--- src/shared/bccr_cfg.svh ---
// constants for the bridge specific configuration register block
`ifndef BCCR_CFG_SVH
`define BCCR_CFG_SVH

// config space placement, byte offset of the 16-bit word
`define BCCR_OFFS 8'h40
`define BCCR_WIDTH 16

// field positions inside the word
`define BCCR_MODE_HI 15
`define BCCR_MODE_LO 14
`define BCCR_APIC_BIT 13
`define BCCR_FINE_BIT 12
`define BCCR_FREQ_HI 10
`define BCCR_FREQ_LO 9
`define BCCR_PEER_BIT 7
`define BCCR_GPE_BIT 5

// reset values: plain reset word, sticky bit after power reset
`define BCCR_RESET_VAL 16'h0080
`define BCCR_APIC_RESET 1'h1

// writable bits; everything else reads zero
`define BCCR_WR_MASK 16'hF6A0

// writable masks handed to the io base and limit registers
`define BCCR_IO_MASK_COARSE 8'hF0
`define BCCR_IO_MASK_FINE 8'hFC

// mode and frequency codes
`define BCCR_MODE_CONV 2'h0
`define BCCR_MODE_PCIX1 2'h1
`define BCCR_FREQ_33 2'h0
`define BCCR_FREQ_66 2'h1
`define BCCR_FREQ_100 2'h2
`define BCCR_FREQ_133 2'h3

`endif

--- src/shared/bccr_pkg.sv ---
// types shared by the bridge specific configuration register block
package bccr_pkg;

	// configuration space access, one cycle per request
	typedef struct packed {
		logic wr;
		logic rd;
		logic [7:0] addr;
		logic [1:0] be;
		logic [15:0] wdata;
	} bccr_cfg_req_type;

	// io address presented for window decode
	typedef struct packed {
		logic valid;
		logic [15:0] addr;
	} bccr_io_req_type;

	// memory read arriving on the secondary side
	typedef struct packed {
		logic valid;
		logic peer_hit;
	} bccr_mrd_req_type;

	// hot-plug message state, one-hot
	typedef enum logic [1:0] {
		BCCR_GPE_IDLE = 2'b01,
		BCCR_GPE_ACTIVE = 2'b10
	} bccr_gpe_state_type;

endpackage

--- src/logic/bccr_io_decode.sv ---
// io window decoder at 4 KB or 1 KB granularity
`timescale 1ns/1ps
`include "bccr_cfg.svh"

module bccr_io_decode (
	input wire logic mclk,
	input wire logic rst,
	input wire logic ce,
	input wire logic fine_en,
	input wire logic [7:0] io_base,
	input wire logic [7:0] io_limit,
	input wire bccr_pkg::bccr_io_req_type io_req,
	output logic io_hit
);

	logic next_io_hit;
	logic [5:0] base6;
	logic [5:0] lim6;

	// coarse mode forces the low pair to the 4 KB block edges
	always_comb begin
		base6 = {io_base[7:4], fine_en ? io_base[3:2] : 2'h0};
		lim6 = {io_limit[7:4], fine_en ? io_limit[3:2] : 2'h3};
		next_io_hit = io_req.valid && (io_req.addr[15:10] >= base6) && (io_req.addr[15:10] <= lim6);
	end

	// registered so the hit lines up with other decode outputs
	always_ff @(posedge mclk) begin
		if (rst) begin
			io_hit <= 1'h0;
		end else if (ce) begin
			io_hit <= next_io_hit;
		end
	end

endmodule

--- src/logic/bccr_top.sv ---
// bridge specific configuration register and the logic it steers
`timescale 1ns/1ps
`include "bccr_cfg.svh"

// Overview of operation
// - mode bits 15:14: 00 conventional, 01 PCI-X mode 1, others reserved.
// - mode field shows strapped bus mode after power-up; writes change bus mode.
// - hot plug off: requests beyond slot capability fall back to 33 MHz conventional.
// - frequency bits 10:9 select 33, 66, 100 or 133 MHz.
// - bit 13 set master-aborts express config accesses to the interrupt controller.
// - bit 13 leaves SMBus and memory paths alone; sticky, resets to 1.
// - bit 12 makes io base/limit bits 11:10 and 3:2 writable and compared.
// - bit 12 set decodes io at 1 KB, clear keeps 4 KB.
// - bit 7 clear sends every secondary memory read to express.
// - bit 7 set also allows peer-to-peer memory reads.
// - bit 5 set turns hot-plug interrupts into assert/deassert GPE messages.
// - 16-bit word at offsets 40h-41h, reset value 0080h.
module bccr_top (
	input wire logic mclk,
	input wire logic rst,
	input wire logic pwr_rst,
	input wire logic ce,
	input wire bccr_pkg::bccr_cfg_req_type cfg_req,
	output logic [15:0] cfg_rdata,
	output logic cfg_rvalid,
	input wire logic [1:0] strap_mode,
	input wire logic hotplug_enable,
	input wire logic [1:0] cap_mode,
	input wire logic [1:0] cap_freq,
	output logic [1:0] sec_bus_mode,
	output logic [1:0] sec_bus_freq,
	input wire logic apic_cfg_req,
	input wire logic apic_smb_req,
	input wire logic apic_mem_req,
	output logic apic_cfg_grant,
	output logic apic_cfg_abort,
	output logic apic_smb_grant,
	output logic apic_mem_grant,
	input wire logic [7:0] io_base,
	input wire logic [7:0] io_limit,
	input wire bccr_pkg::bccr_io_req_type io_req,
	output logic [7:0] io_wmask,
	output logic io_hit,
	input wire bccr_pkg::bccr_mrd_req_type mrd_req,
	output logic mrd_to_pcie,
	output logic mrd_to_peer,
	input wire logic hp_int,
	output logic hp_int_out,
	output logic assert_gpe,
	output logic deassert_gpe
);

	// decide what the secondary bus really runs at
	function automatic logic [3:0] bccr_resolve(
		input logic hp_on,
		input logic [1:0] req_mode,
		input logic [1:0] req_freq,
		input logic [1:0] max_mode,
		input logic [1:0] max_freq
	);
		logic over;
		over = (req_mode > max_mode) || (req_freq > max_freq) || req_mode[1];
		if (!hp_on && over) begin
			bccr_resolve = {`BCCR_MODE_CONV, `BCCR_FREQ_33};
		end else begin
			bccr_resolve = {req_mode, req_freq};
		end
	endfunction

	// merge one write byte lane, keeping only writable bits
	function automatic logic [7:0] bccr_lane(
		input logic en,
		input logic [7:0] old,
		input logic [7:0] data,
		input logic [7:0] mask
	);
		bccr_lane = en ? ((old & ~mask) | (data & mask)) : old;
	endfunction

	// register state
	logic [15:0] cfg_word;
	logic [15:0] next_cfg_word;
	logic apic_blk;
	logic next_apic_blk;
	logic strap_done;
	logic next_strap_done;
	logic [1:0] strap_s1;
	logic [1:0] strap_s2;
	logic [15:0] next_cfg_rdata;
	logic next_cfg_rvalid;
	logic hit;
	logic [15:0] wr_mask;
	logic [15:0] merged;
	logic [15:0] read_word;

	// strap pins come from outside, two flops before use
	always_ff @(posedge mclk) begin
		strap_s1 <= strap_mode;
		strap_s2 <= strap_s1;
	end

	// word decode: offsets 40h and 41h share one access
	always_comb begin
		hit = (cfg_req.addr[7:1] == 7'(`BCCR_OFFS >> 1));
		wr_mask = `BCCR_WR_MASK;
		merged[15:8] = bccr_lane(cfg_req.be[1], cfg_word[15:8], cfg_req.wdata[15:8], wr_mask[15:8]);
		merged[7:0] = bccr_lane(cfg_req.be[0], cfg_word[7:0], cfg_req.wdata[7:0], wr_mask[7:0]);
		read_word = cfg_word & wr_mask;
		read_word[`BCCR_APIC_BIT] = apic_blk;
	end

	// next value of the plain (non sticky) part of the word and of the sticky bit
	always_comb begin
		next_cfg_word = cfg_word;
		next_strap_done = strap_done;
		next_apic_blk = apic_blk;
		if (!strap_done) begin
			// first enabled cycle after reset shows the strapped bus mode
			next_cfg_word[`BCCR_MODE_HI:`BCCR_MODE_LO] = strap_s2;
			next_strap_done = 1'h1;
		end else if (cfg_req.wr && hit) begin
			next_cfg_word = merged;
			if (cfg_req.be[1]) begin
				next_apic_blk = cfg_req.wdata[`BCCR_APIC_BIT];
			end
		end
		next_cfg_word[`BCCR_APIC_BIT] = 1'h0;
	end

	// plain reset clears the word to its default
	always_ff @(posedge mclk) begin
		if (rst) begin
			cfg_word <= `BCCR_RESET_VAL;
			strap_done <= 1'h0;
		end else if (ce) begin
			cfg_word <= next_cfg_word;
			strap_done <= next_strap_done;
		end
	end

	// sticky bit survives the plain reset, only power reset sets it
	always_ff @(posedge mclk) begin
		if (pwr_rst) begin
			apic_blk <= `BCCR_APIC_RESET;
		end else if (ce && !rst) begin
			apic_blk <= next_apic_blk;
		end
	end

	// read data, answered one cycle after the request
	always_comb begin
		next_cfg_rvalid = cfg_req.rd;
		next_cfg_rdata = (cfg_req.rd && hit) ? read_word : 16'h0000;
	end

	always_ff @(posedge mclk) begin
		if (rst) begin
			cfg_rdata <= 16'h0000;
			cfg_rvalid <= 1'h0;
		end else if (ce) begin
			cfg_rdata <= next_cfg_rdata;
			cfg_rvalid <= next_cfg_rvalid;
		end
	end

	// effective bus mode and frequency; software must reset the bus itself
	logic [3:0] next_bus;

	always_comb begin
		next_bus = bccr_resolve(hotplug_enable, cfg_word[`BCCR_MODE_HI:`BCCR_MODE_LO],
			cfg_word[`BCCR_FREQ_HI:`BCCR_FREQ_LO], cap_mode, cap_freq);
	end

	always_ff @(posedge mclk) begin
		if (rst) begin
			sec_bus_mode <= `BCCR_MODE_CONV;
			sec_bus_freq <= `BCCR_FREQ_33;
		end else if (ce) begin
			sec_bus_mode <= next_bus[3:2];
			sec_bus_freq <= next_bus[1:0];
		end
	end

	// interrupt controller access gating
	logic next_apic_grant;
	logic next_apic_abort;

	always_comb begin
		next_apic_grant = apic_cfg_req && !apic_blk;
		next_apic_abort = apic_cfg_req && apic_blk;
	end

	// side paths never look at the block bit
	always_ff @(posedge mclk) begin
		if (rst) begin
			apic_cfg_grant <= 1'h0;
			apic_cfg_abort <= 1'h0;
			apic_smb_grant <= 1'h0;
			apic_mem_grant <= 1'h0;
		end else if (ce) begin
			apic_cfg_grant <= next_apic_grant;
			apic_cfg_abort <= next_apic_abort;
			apic_smb_grant <= apic_smb_req;
			apic_mem_grant <= apic_mem_req;
		end
	end

	// io window: writable mask out to the base/limit registers
	logic [7:0] next_io_wmask;

	always_comb begin
		next_io_wmask = cfg_word[`BCCR_FINE_BIT] ? `BCCR_IO_MASK_FINE : `BCCR_IO_MASK_COARSE;
	end

	always_ff @(posedge mclk) begin
		if (rst) begin
			io_wmask <= `BCCR_IO_MASK_COARSE;
		end else if (ce) begin
			io_wmask <= next_io_wmask;
		end
	end

	bccr_io_decode u_io_decode (
		.mclk(mclk),
		.rst(rst),
		.ce(ce),
		.fine_en(cfg_word[`BCCR_FINE_BIT]),
		.io_base(io_base),
		.io_limit(io_limit),
		.io_req(io_req),
		.io_hit(io_hit)
	);

	// secondary memory reads; the peer path is correct but slow
	logic next_to_pcie;
	logic next_to_peer;

	always_comb begin
		next_to_peer = mrd_req.valid && cfg_word[`BCCR_PEER_BIT] && mrd_req.peer_hit;
		next_to_pcie = mrd_req.valid && !next_to_peer;
	end

	always_ff @(posedge mclk) begin
		if (rst) begin
			mrd_to_pcie <= 1'h0;
			mrd_to_peer <= 1'h0;
		end else if (ce) begin
			mrd_to_pcie <= next_to_pcie;
			mrd_to_peer <= next_to_peer;
		end
	end

	// hot-plug interrupt: level out, or a message pair when redirected
	bccr_pkg::bccr_gpe_state_type gpe_state;
	bccr_pkg::bccr_gpe_state_type next_gpe_state;
	logic next_assert;
	logic next_deassert;
	logic next_hp_out;

	always_comb begin
		next_gpe_state = gpe_state;
		next_assert = 1'h0;
		next_deassert = 1'h0;
		next_hp_out = hp_int && !cfg_word[`BCCR_GPE_BIT];
		unique case (gpe_state)
			bccr_pkg::BCCR_GPE_IDLE: begin
				if (hp_int && cfg_word[`BCCR_GPE_BIT]) begin
					next_assert = 1'h1;
					next_gpe_state = bccr_pkg::BCCR_GPE_ACTIVE;
				end
			end
			bccr_pkg::BCCR_GPE_ACTIVE: begin
				// disabling mid-interrupt still closes the message pair
				if (!hp_int || !cfg_word[`BCCR_GPE_BIT]) begin
					next_deassert = 1'h1;
					next_gpe_state = bccr_pkg::BCCR_GPE_IDLE;
				end
			end
			default: begin
				next_gpe_state = bccr_pkg::BCCR_GPE_IDLE;
			end
		endcase
	end

	always_ff @(posedge mclk) begin
		if (rst) begin
			gpe_state <= bccr_pkg::BCCR_GPE_IDLE;
			assert_gpe <= 1'h0;
			deassert_gpe <= 1'h0;
			hp_int_out <= 1'h0;
		end else if (ce) begin
			gpe_state <= next_gpe_state;
			assert_gpe <= next_assert;
			deassert_gpe <= next_deassert;
			hp_int_out <= next_hp_out;
		end
	end
endmodule

--- config.mk ---
export PLATFORM = sky130hd
export DESIGN_NAME = bccr_top
export DESIGN_NICKNAME = d
export VERILOG_FILES = /design/src/shared/bccr_pkg.sv /design/src/logic/bccr_io_decode.sv /design/src/logic/bccr_top.sv
export VERILOG_INCLUDE_DIRS = /design/src /design/src/shared
export SDC_FILE = /design/constraint.sdc
export NUM_CORES = 1
export LEC_CHECK = 0
export BUFFER_PORTS_ARGS = -buffer_cell sky130_fd_sc_hd__buf_2
export CAP_MARGIN = 10
export CORE_MARGIN = 5
export CORE_UTILIZATION = 45
export DETAILED_ROUTE_END_ITERATION = 7
export MAX_ROUTING_LAYER = met4
export PLACE_DENSITY = 0.83
export RECOVER_POWER = 25
export SYNTH_ARGS = -nofsm -noshare
export SYNTH_HDL_FRONTEND = slang
export SYNTH_SLANG_ARGS = --single-unit
--- constraint.sdc ---
create_clock -name mclk -period 5 [get_ports mclk]
set_input_delay 1.25 -clock mclk [delete_from_list [all_inputs] [get_ports mclk]]
set_output_delay 1.25 -clock mclk [all_outputs]
set_load 0.02 [all_outputs]
* Word-level counts from Yosys, hierarchy flattened
Cells that the tools add are included.
** Cells by class
- Shifts and indexed selects :: 0
- Add/subtract/negate cells :: 0
- Multiplexer cells :: 16
- Equal/unequal tests :: 7
- Reduce and logical (&&, ||, !) cells :: 27
- Bitwise gates (word level) :: 2
- Divide/modulo/power cells :: 0
- $lt $le $gt $ge :: 4
- Multiply operators :: 0
** Operators with widths (number)
- two-way mux 16 bit :: 2
- two-way mux 8 bit :: 2
- logical AND 1 bit :: 13
- AND reduction 4 bit :: 3
- two-way mux 2 bit :: 5
- two-way mux 4 bit :: 2
- bitwise OR 4 x 8 -> 8 bit :: 1
- bitwise OR 7 x 8 -> 8 bit :: 1
- == test 7 x 6 -> 1 bit, second input constant :: 1
- greater-or-equal comparator 6 bit :: 1
- less-or-equal comparator 6 bit :: 1
- logical NOT 1 bit :: 6
- inequality test 2 bit, second input constant :: 3
- AND reduction 3 bit :: 2
- > comparator 2 bit :: 2
- two-way mux 1 bit :: 4
- one-hot mux 2 bit (2 select lines) :: 1
- logical OR 1 bit :: 3
- == test 2 x 1 -> 1 bit, second input constant :: 1
- == test 2 bit, second input constant :: 1
- inequality test 2 x 1 -> 1 bit, second input constant :: 1
** Storage, ports and cells
- Memories :: 0
- ROM bits :: 0
- Latch bits :: 0
- RAM bits :: 0
- Flip-flop bits (word level) :: 62
- Bits of input ports :: 78
- Logic and storage cells :: 79

* Depth between registers and ports, before layout
- Depth after elaboration :: 5
- Gate-level depth with buffers :: 6
- Gate-level depth less buffers :: 6

* Modules after synthesis
A second synthesis with hierarchy kept.
** Unflattened totals
- Cells, all modules :: 237
- Area, all modules :: 1989.4 um^2
** Modules (own cells, without submodules)
- bccr_top :: sequential area each 760.7 um^2, cells an instance 193, times used 1, area each 1641.6 um^2
- bccr_io_decode :: sequential area each 20.0 um^2, cells an instance 44, times used 1, area each 347.8 um^2

* Worst setup path after synthesis
Ideal clock, no wire load.
- Path kind :: input port to flip-flop
- From :: input cfg_req[21] in the netlist's numbering
- To :: register apic_blk
- Slack :: 2.235 ns
- Data required time :: 4.878 ns
- Stages on the path :: 4
- Data arrival time :: 2.643 ns
- Setup time :: 0.122 ns
- Buffers on the path :: 0
- Cell sequence :: or4b_4 nor4_4 a21boi_1 a311o_1
** On the way
- Longest elaborated chain between the ends :: 3
** RTL lines
- start, declared :: line bccr_top.sv:23 : input wire bccr_pkg::bccr_cfg_req_type cfg_req,
- == test 7 x 6 -> 1 bit :: line bccr_top.sv:104 : hit = (cfg_req.addr[7:1] == 7'(`BCCR_OFFS >> 1));
- logical AND 1 bit :: line bccr_top.sv:121 : end else if (cfg_req.wr && hit) begin
- AND reduction 4 bit (no line)
- end signal, assigned :: line bccr_top.sv:144 : apic_blk <= `BCCR_APIC_RESET;
- end signal, assigned :: line bccr_top.sv:146 : apic_blk <= next_apic_blk;
- end, declared :: line bccr_top.sv:83 : logic apic_blk;
No other way between the ends.
A chain may end at the register's enable or synchronous reset.

* Worst setup path in the final report
- From :: input cfg_req[21] in the netlist's numbering
- To :: register cfg_rdata[12]
** On the way
- Longest elaborated chain between the ends :: 3
** RTL lines
- == test 7 x 6 -> 1 bit :: line bccr_top.sv:104
- logical AND 1 bit :: line bccr_top.sv:153 : next_cfg_rdata = (cfg_req.rd && hit) ? read_word : 16'h0000;
- two-way mux 16 bit :: line bccr_top.sv:153
- end signal, assigned :: line bccr_top.sv:161 : cfg_rdata <= next_cfg_rdata;
- end, declared :: line bccr_top.sv:24 : output logic [15:0] cfg_rdata,
No other way between the ends.

==> results.py <==
metrics = {
    "detailed_routing": {
        "routed_via_density": 4.99,
        "remaining_drc_errors": 0,
        "firstDrtPassIters": 4,
        "ant_nets": 0,
        "vias": 1730,
        "dr.first_iter.drc_count": 42,
        "wire_per_inst_um": 12.4,
        "wl_um": 4320,
    },
    "floorplan": {
        "die_y_um": 75.4,
        "ios": 117,
        "std_cell_rows": 23,
        "fp.dieArea_mm2": 0.00568,
        "core_area_mm2": 0.00406,
        "fp.dieW_um": 75.4,
        "start_util": 0.474,
    },
    "sta": {
        "skew_ns": 0.00269,
        "min_period_ns": 2.93,
        "rsz0062_at_grt": "no",
        "finalSetupTns_ns": 0,
        "timing.hold.ws_ns": 0.333,
        "maxSlewHeadroom": 0.0774,
        "fmax_mhz": 341,
        "setup_viol": 0,
        "final_max_slew_viol_count": 0,
        "hold_violations": 0,
        "worst_pin_slew_ns": 1.38,
        "post-route-period-util": 0.586,
    },
    "critical_path": {
        "regToRegSetupSlack_ns": 3.37,
        "critPathBufInv": 1,
        "worstSetupPathType": "in2reg",
        "critPathMaxStageDelay_ns": 0.93,
        "crit_family": "simple AND/OR/NAND/NOR gates",
        "rr_endpoint": "cfg_word[5]$_SDFFE_PP0P_",
        "cp-start-kind": "primary input",
        "end_kind": "register",
        "cp_cell_sequence": "buf_2 -> or4b_4 -> nor3_1 -> a22oi_1 -> nor2_1",
        "worstPathMaxFanout": 8,
        "required_ns": 5.20,
        "ff2ff_path_depth": 4,
        "cp.arrival_ns": 3.13,
        "cpMaxStageDelayCell": "nor3_1",
        "regToRegStartpoint": "strap_done$_SDFFE_PP0P_",
    },
    "clock_network": {
        "path_clk_slew_ns": 0.06,
        "cts_setup_buffers": 0,
        "clockRootBuffer": "clkbuf_8",
        "cts_made_buffers": 5,
        "cts_hold_buf": 0,
        "cts_tree": "done",
        "cts_sinks": 39,
        "clockBufferDepth": 2,
        "htree_levels": 2,
        "ctsResizeCount": 0,
        "worstSkewPairLatency_ns": 0.28,
    },
    "yosys": {
        "netlist_instances": 221,
        "synth_fa_ha_area_frac": 0.104,
        "synth_xor_area_frac": 0,
        "synthFlopType": "dfxtp_1",
        "yosys.area.top_type": "dfxtp_1",
        "synth-seq-area-share": 0.406,
        "synth_most_common_cell": "dfxtp_1",
        "synth_common_cells": "dfxtp_1 (39), nand2_1 (26), nor2_1 (20)",
        "synthMuxAreaShare": 0.0520,
        "avgSynthCellArea_um2": 8.70,
        "synth-compound-area-share": 0.144,
        "ys_types": 35,
        "synth_edf_count": 0,
        "synth_area_leaders": "dfxtp_1 (41%), ha_1 (10%), buf_4 (5.9%)",
        "ys_ff_latch": 39,
        "synth-simple-area-share": 0.186,
        "syn_area_mm2": 0.00192,
        "synth_top_family_by_area": "simple AND/OR/NAND/NOR gates",
        "ys_warn_count": 0,
        "synthDominantCellAreaShare": 0.406,
        "async_reset_ff_frac": 0,
    },
    "global_routing": {
        "grt_pass1_wl_um": 6750,
        "grt_usage": 0.158,
        "grt_pass1_vias": 1624,
        "antenna_found_initial": 0,
        "grt_max_degree": 33,
        "grt_overflow": 0,
    },
    "placed_design": {
        "dpl_cell_area_mm2": 0.00229,
        "portBuffers": 79,
        "place_congestion": 0.765,
        "placedCellCount": 341,
        "dp_hpwl_um": 3410,
    },
    "status": {
        "outcome": "finished, final reports clean",
    },
    "layout": {
        "design_area_mm2": 0.00235,
        "layout.nets": 392,
        "area_growth_pct": 22.4,
        "drive_above_1_share": 0.266,
        "fin_cells": 347,
        "diodes": 0,
        "fill_cells": 360,
    },
    "hold_path": {
        "hold_depth": 0,
        "hold_end": "strap_s2[1]$_DFF_P_",
        "hold_start": "strap_s1[1]$_DFF_P_",
        "hold_path_class": "reg2reg",
    },
    "power": {
        "finalPower_mw": 0.597,
        "power.internal_mw": 0.447,
        "switching_share": 0.251,
        "p_clk_frac": 0.313,
        "ir_drop_mv": 0.192,
        "power_switching_mw": 0.150,
        "p_leak_nw": 1.14,
        "power_density_mw_per_mm2": 254,
        "sequentialPowerShare": 0.541,
        "combPwrFrac": 0.146,
    },
    "job": {
        "drv_cap": 0,
    },
}
[metrics by stage]
| stage | setup WS (ns) | util |
|---|---|---|
| 3_3_place_gp | 1.87 | 0.565 |
| 5_1_grt | 1.96 | 0.580 |
| 3_5_place_dp | 1.85 | 0.565 |
| 2_1_floorplan | 2.24 | - |
| 6_report | 2.07 | 0.580 |
| 4_1_cts | 2.14 | 0.582 |
[worst register-to-register path, cell delays in order (launching register included)]
cell	delay, ns
dfxtp_1	0.45
nand2_1	0.15
nor4_1	0.57
mux2i_1	0.25
nor2_1	0.05
[placed cells by master (no fill, tap or decap)]
cell,instances
ha_1,16
or4b_4,1
nor4_1,1
or3_1,2
nor3b_1,1
and2_1,1
buf_2,72
a31oi_1,3
a21o_1,2
a21boi_0,1
conb_1,14
o21ai_0,8
nand3b_1,2
o32ai_1,1
nor2b_1,3
inv_1,16
mux2i_1,10
a311o_1,1
a21boi_1,1
clkinv_1,1
clkbuf_8,5
and4b_1,1
a41o_1,1
dfxtp_1,39
nor2_1,20
nor4_4,1
nand3_1,5
clkbuf_1,8
nand2_1,26
nor3_1,1
a21oi_1,15
a311oi_1,2
o31ai_1,1
a22oi_1,8
nand2b_1,5
nand4_1,2
[cells by family (layout without fill, tap and decap cells)]
kind of cell / count (synthesis) / in the layout
other cells: 2 / 14
fa+ha+maj: 16 / 16
buf+inv: 38 / 102
simple gates: 72 / 72
mux: 10 / 10
flops: 39 / 39
compound gates: 44 / 44
[sequential cells by signal, indices dropped and copies added, names as in the netlist]
name / flops
u_io_decode.io_hit: 1
sec_bus_mode: 2
apic_mem_grant: 1
apic_cfg_grant: 1
cfg_rdata: 8
strap_done: 1
strap_s2: 2
strap_s1: 2
cfg_rvalid: 1
assert_gpe: 1
io_wmask: 1
mrd_to_peer: 1
apic_smb_grant: 1
apic_blk: 1
mrd_to_pcie: 1
cfg_word: 7
deassert_gpe: 1
apic_cfg_abort: 1
gpe_state: 2
hp_int_out: 1
sec_bus_freq: 2
[power by group through the flow]
stage | registers (mW) | logic, mW | clock network, mW
2_1_floorplan | 0.334 | 0.0566 | 0
3_3_place_gp | 0.329 | 0.0847 | 0
3_5_place_dp | 0.330 | 0.0879 | 0
4_1_cts | 0.323 | 0.0881 | 0.196
5_1_grt | 0.324 | 0.0985 | 0.207
6_report | 0.323 | 0.0870 | 0.187
[worst max-delay path by stage]
stage           startpoint                    endpoint  depth (start not counted)
2_1_floorplan  cfg_req[21]       apic_blk$_SDFFE_PP1P_                          4
3_3_place_gp   cfg_req[21]  cfg_rdata[10]$_SDFFE_PP0P_                          5
3_5_place_dp   cfg_req[21]  cfg_rdata[14]$_SDFFE_PP0P_                          5
4_1_cts        cfg_req[21]  cfg_rdata[12]$_SDFFE_PP0P_                          5
5_1_grt        cfg_req[21]  cfg_rdata[14]$_SDFFE_PP0P_                          5
6_report       cfg_req[21]  cfg_rdata[12]$_SDFFE_PP0P_                          5
[per-layer routing]
layer	global-route usage	wire, µm
met1	0.191	1820
met2	0.256	2000
met3	0.0475	480
met4	0.0447	19
met5	-	0
[layout make-up]
cell class / instances / area [µm²] / area share
Inverter: 17 / 63.8 / 0.0271
Tap cell: 50 / 62.6 / 0.0266
Multi-Input combinational cell: 156 / 988 / 0.420
Clock buffer: 6 / 72.6 / 0.0308
Timing Repair Buffer: 79 / 387 / 0.164
Sequential cell: 39 / 781 / 0.332
No activity file was read; power rests on OpenSTA's default activity.
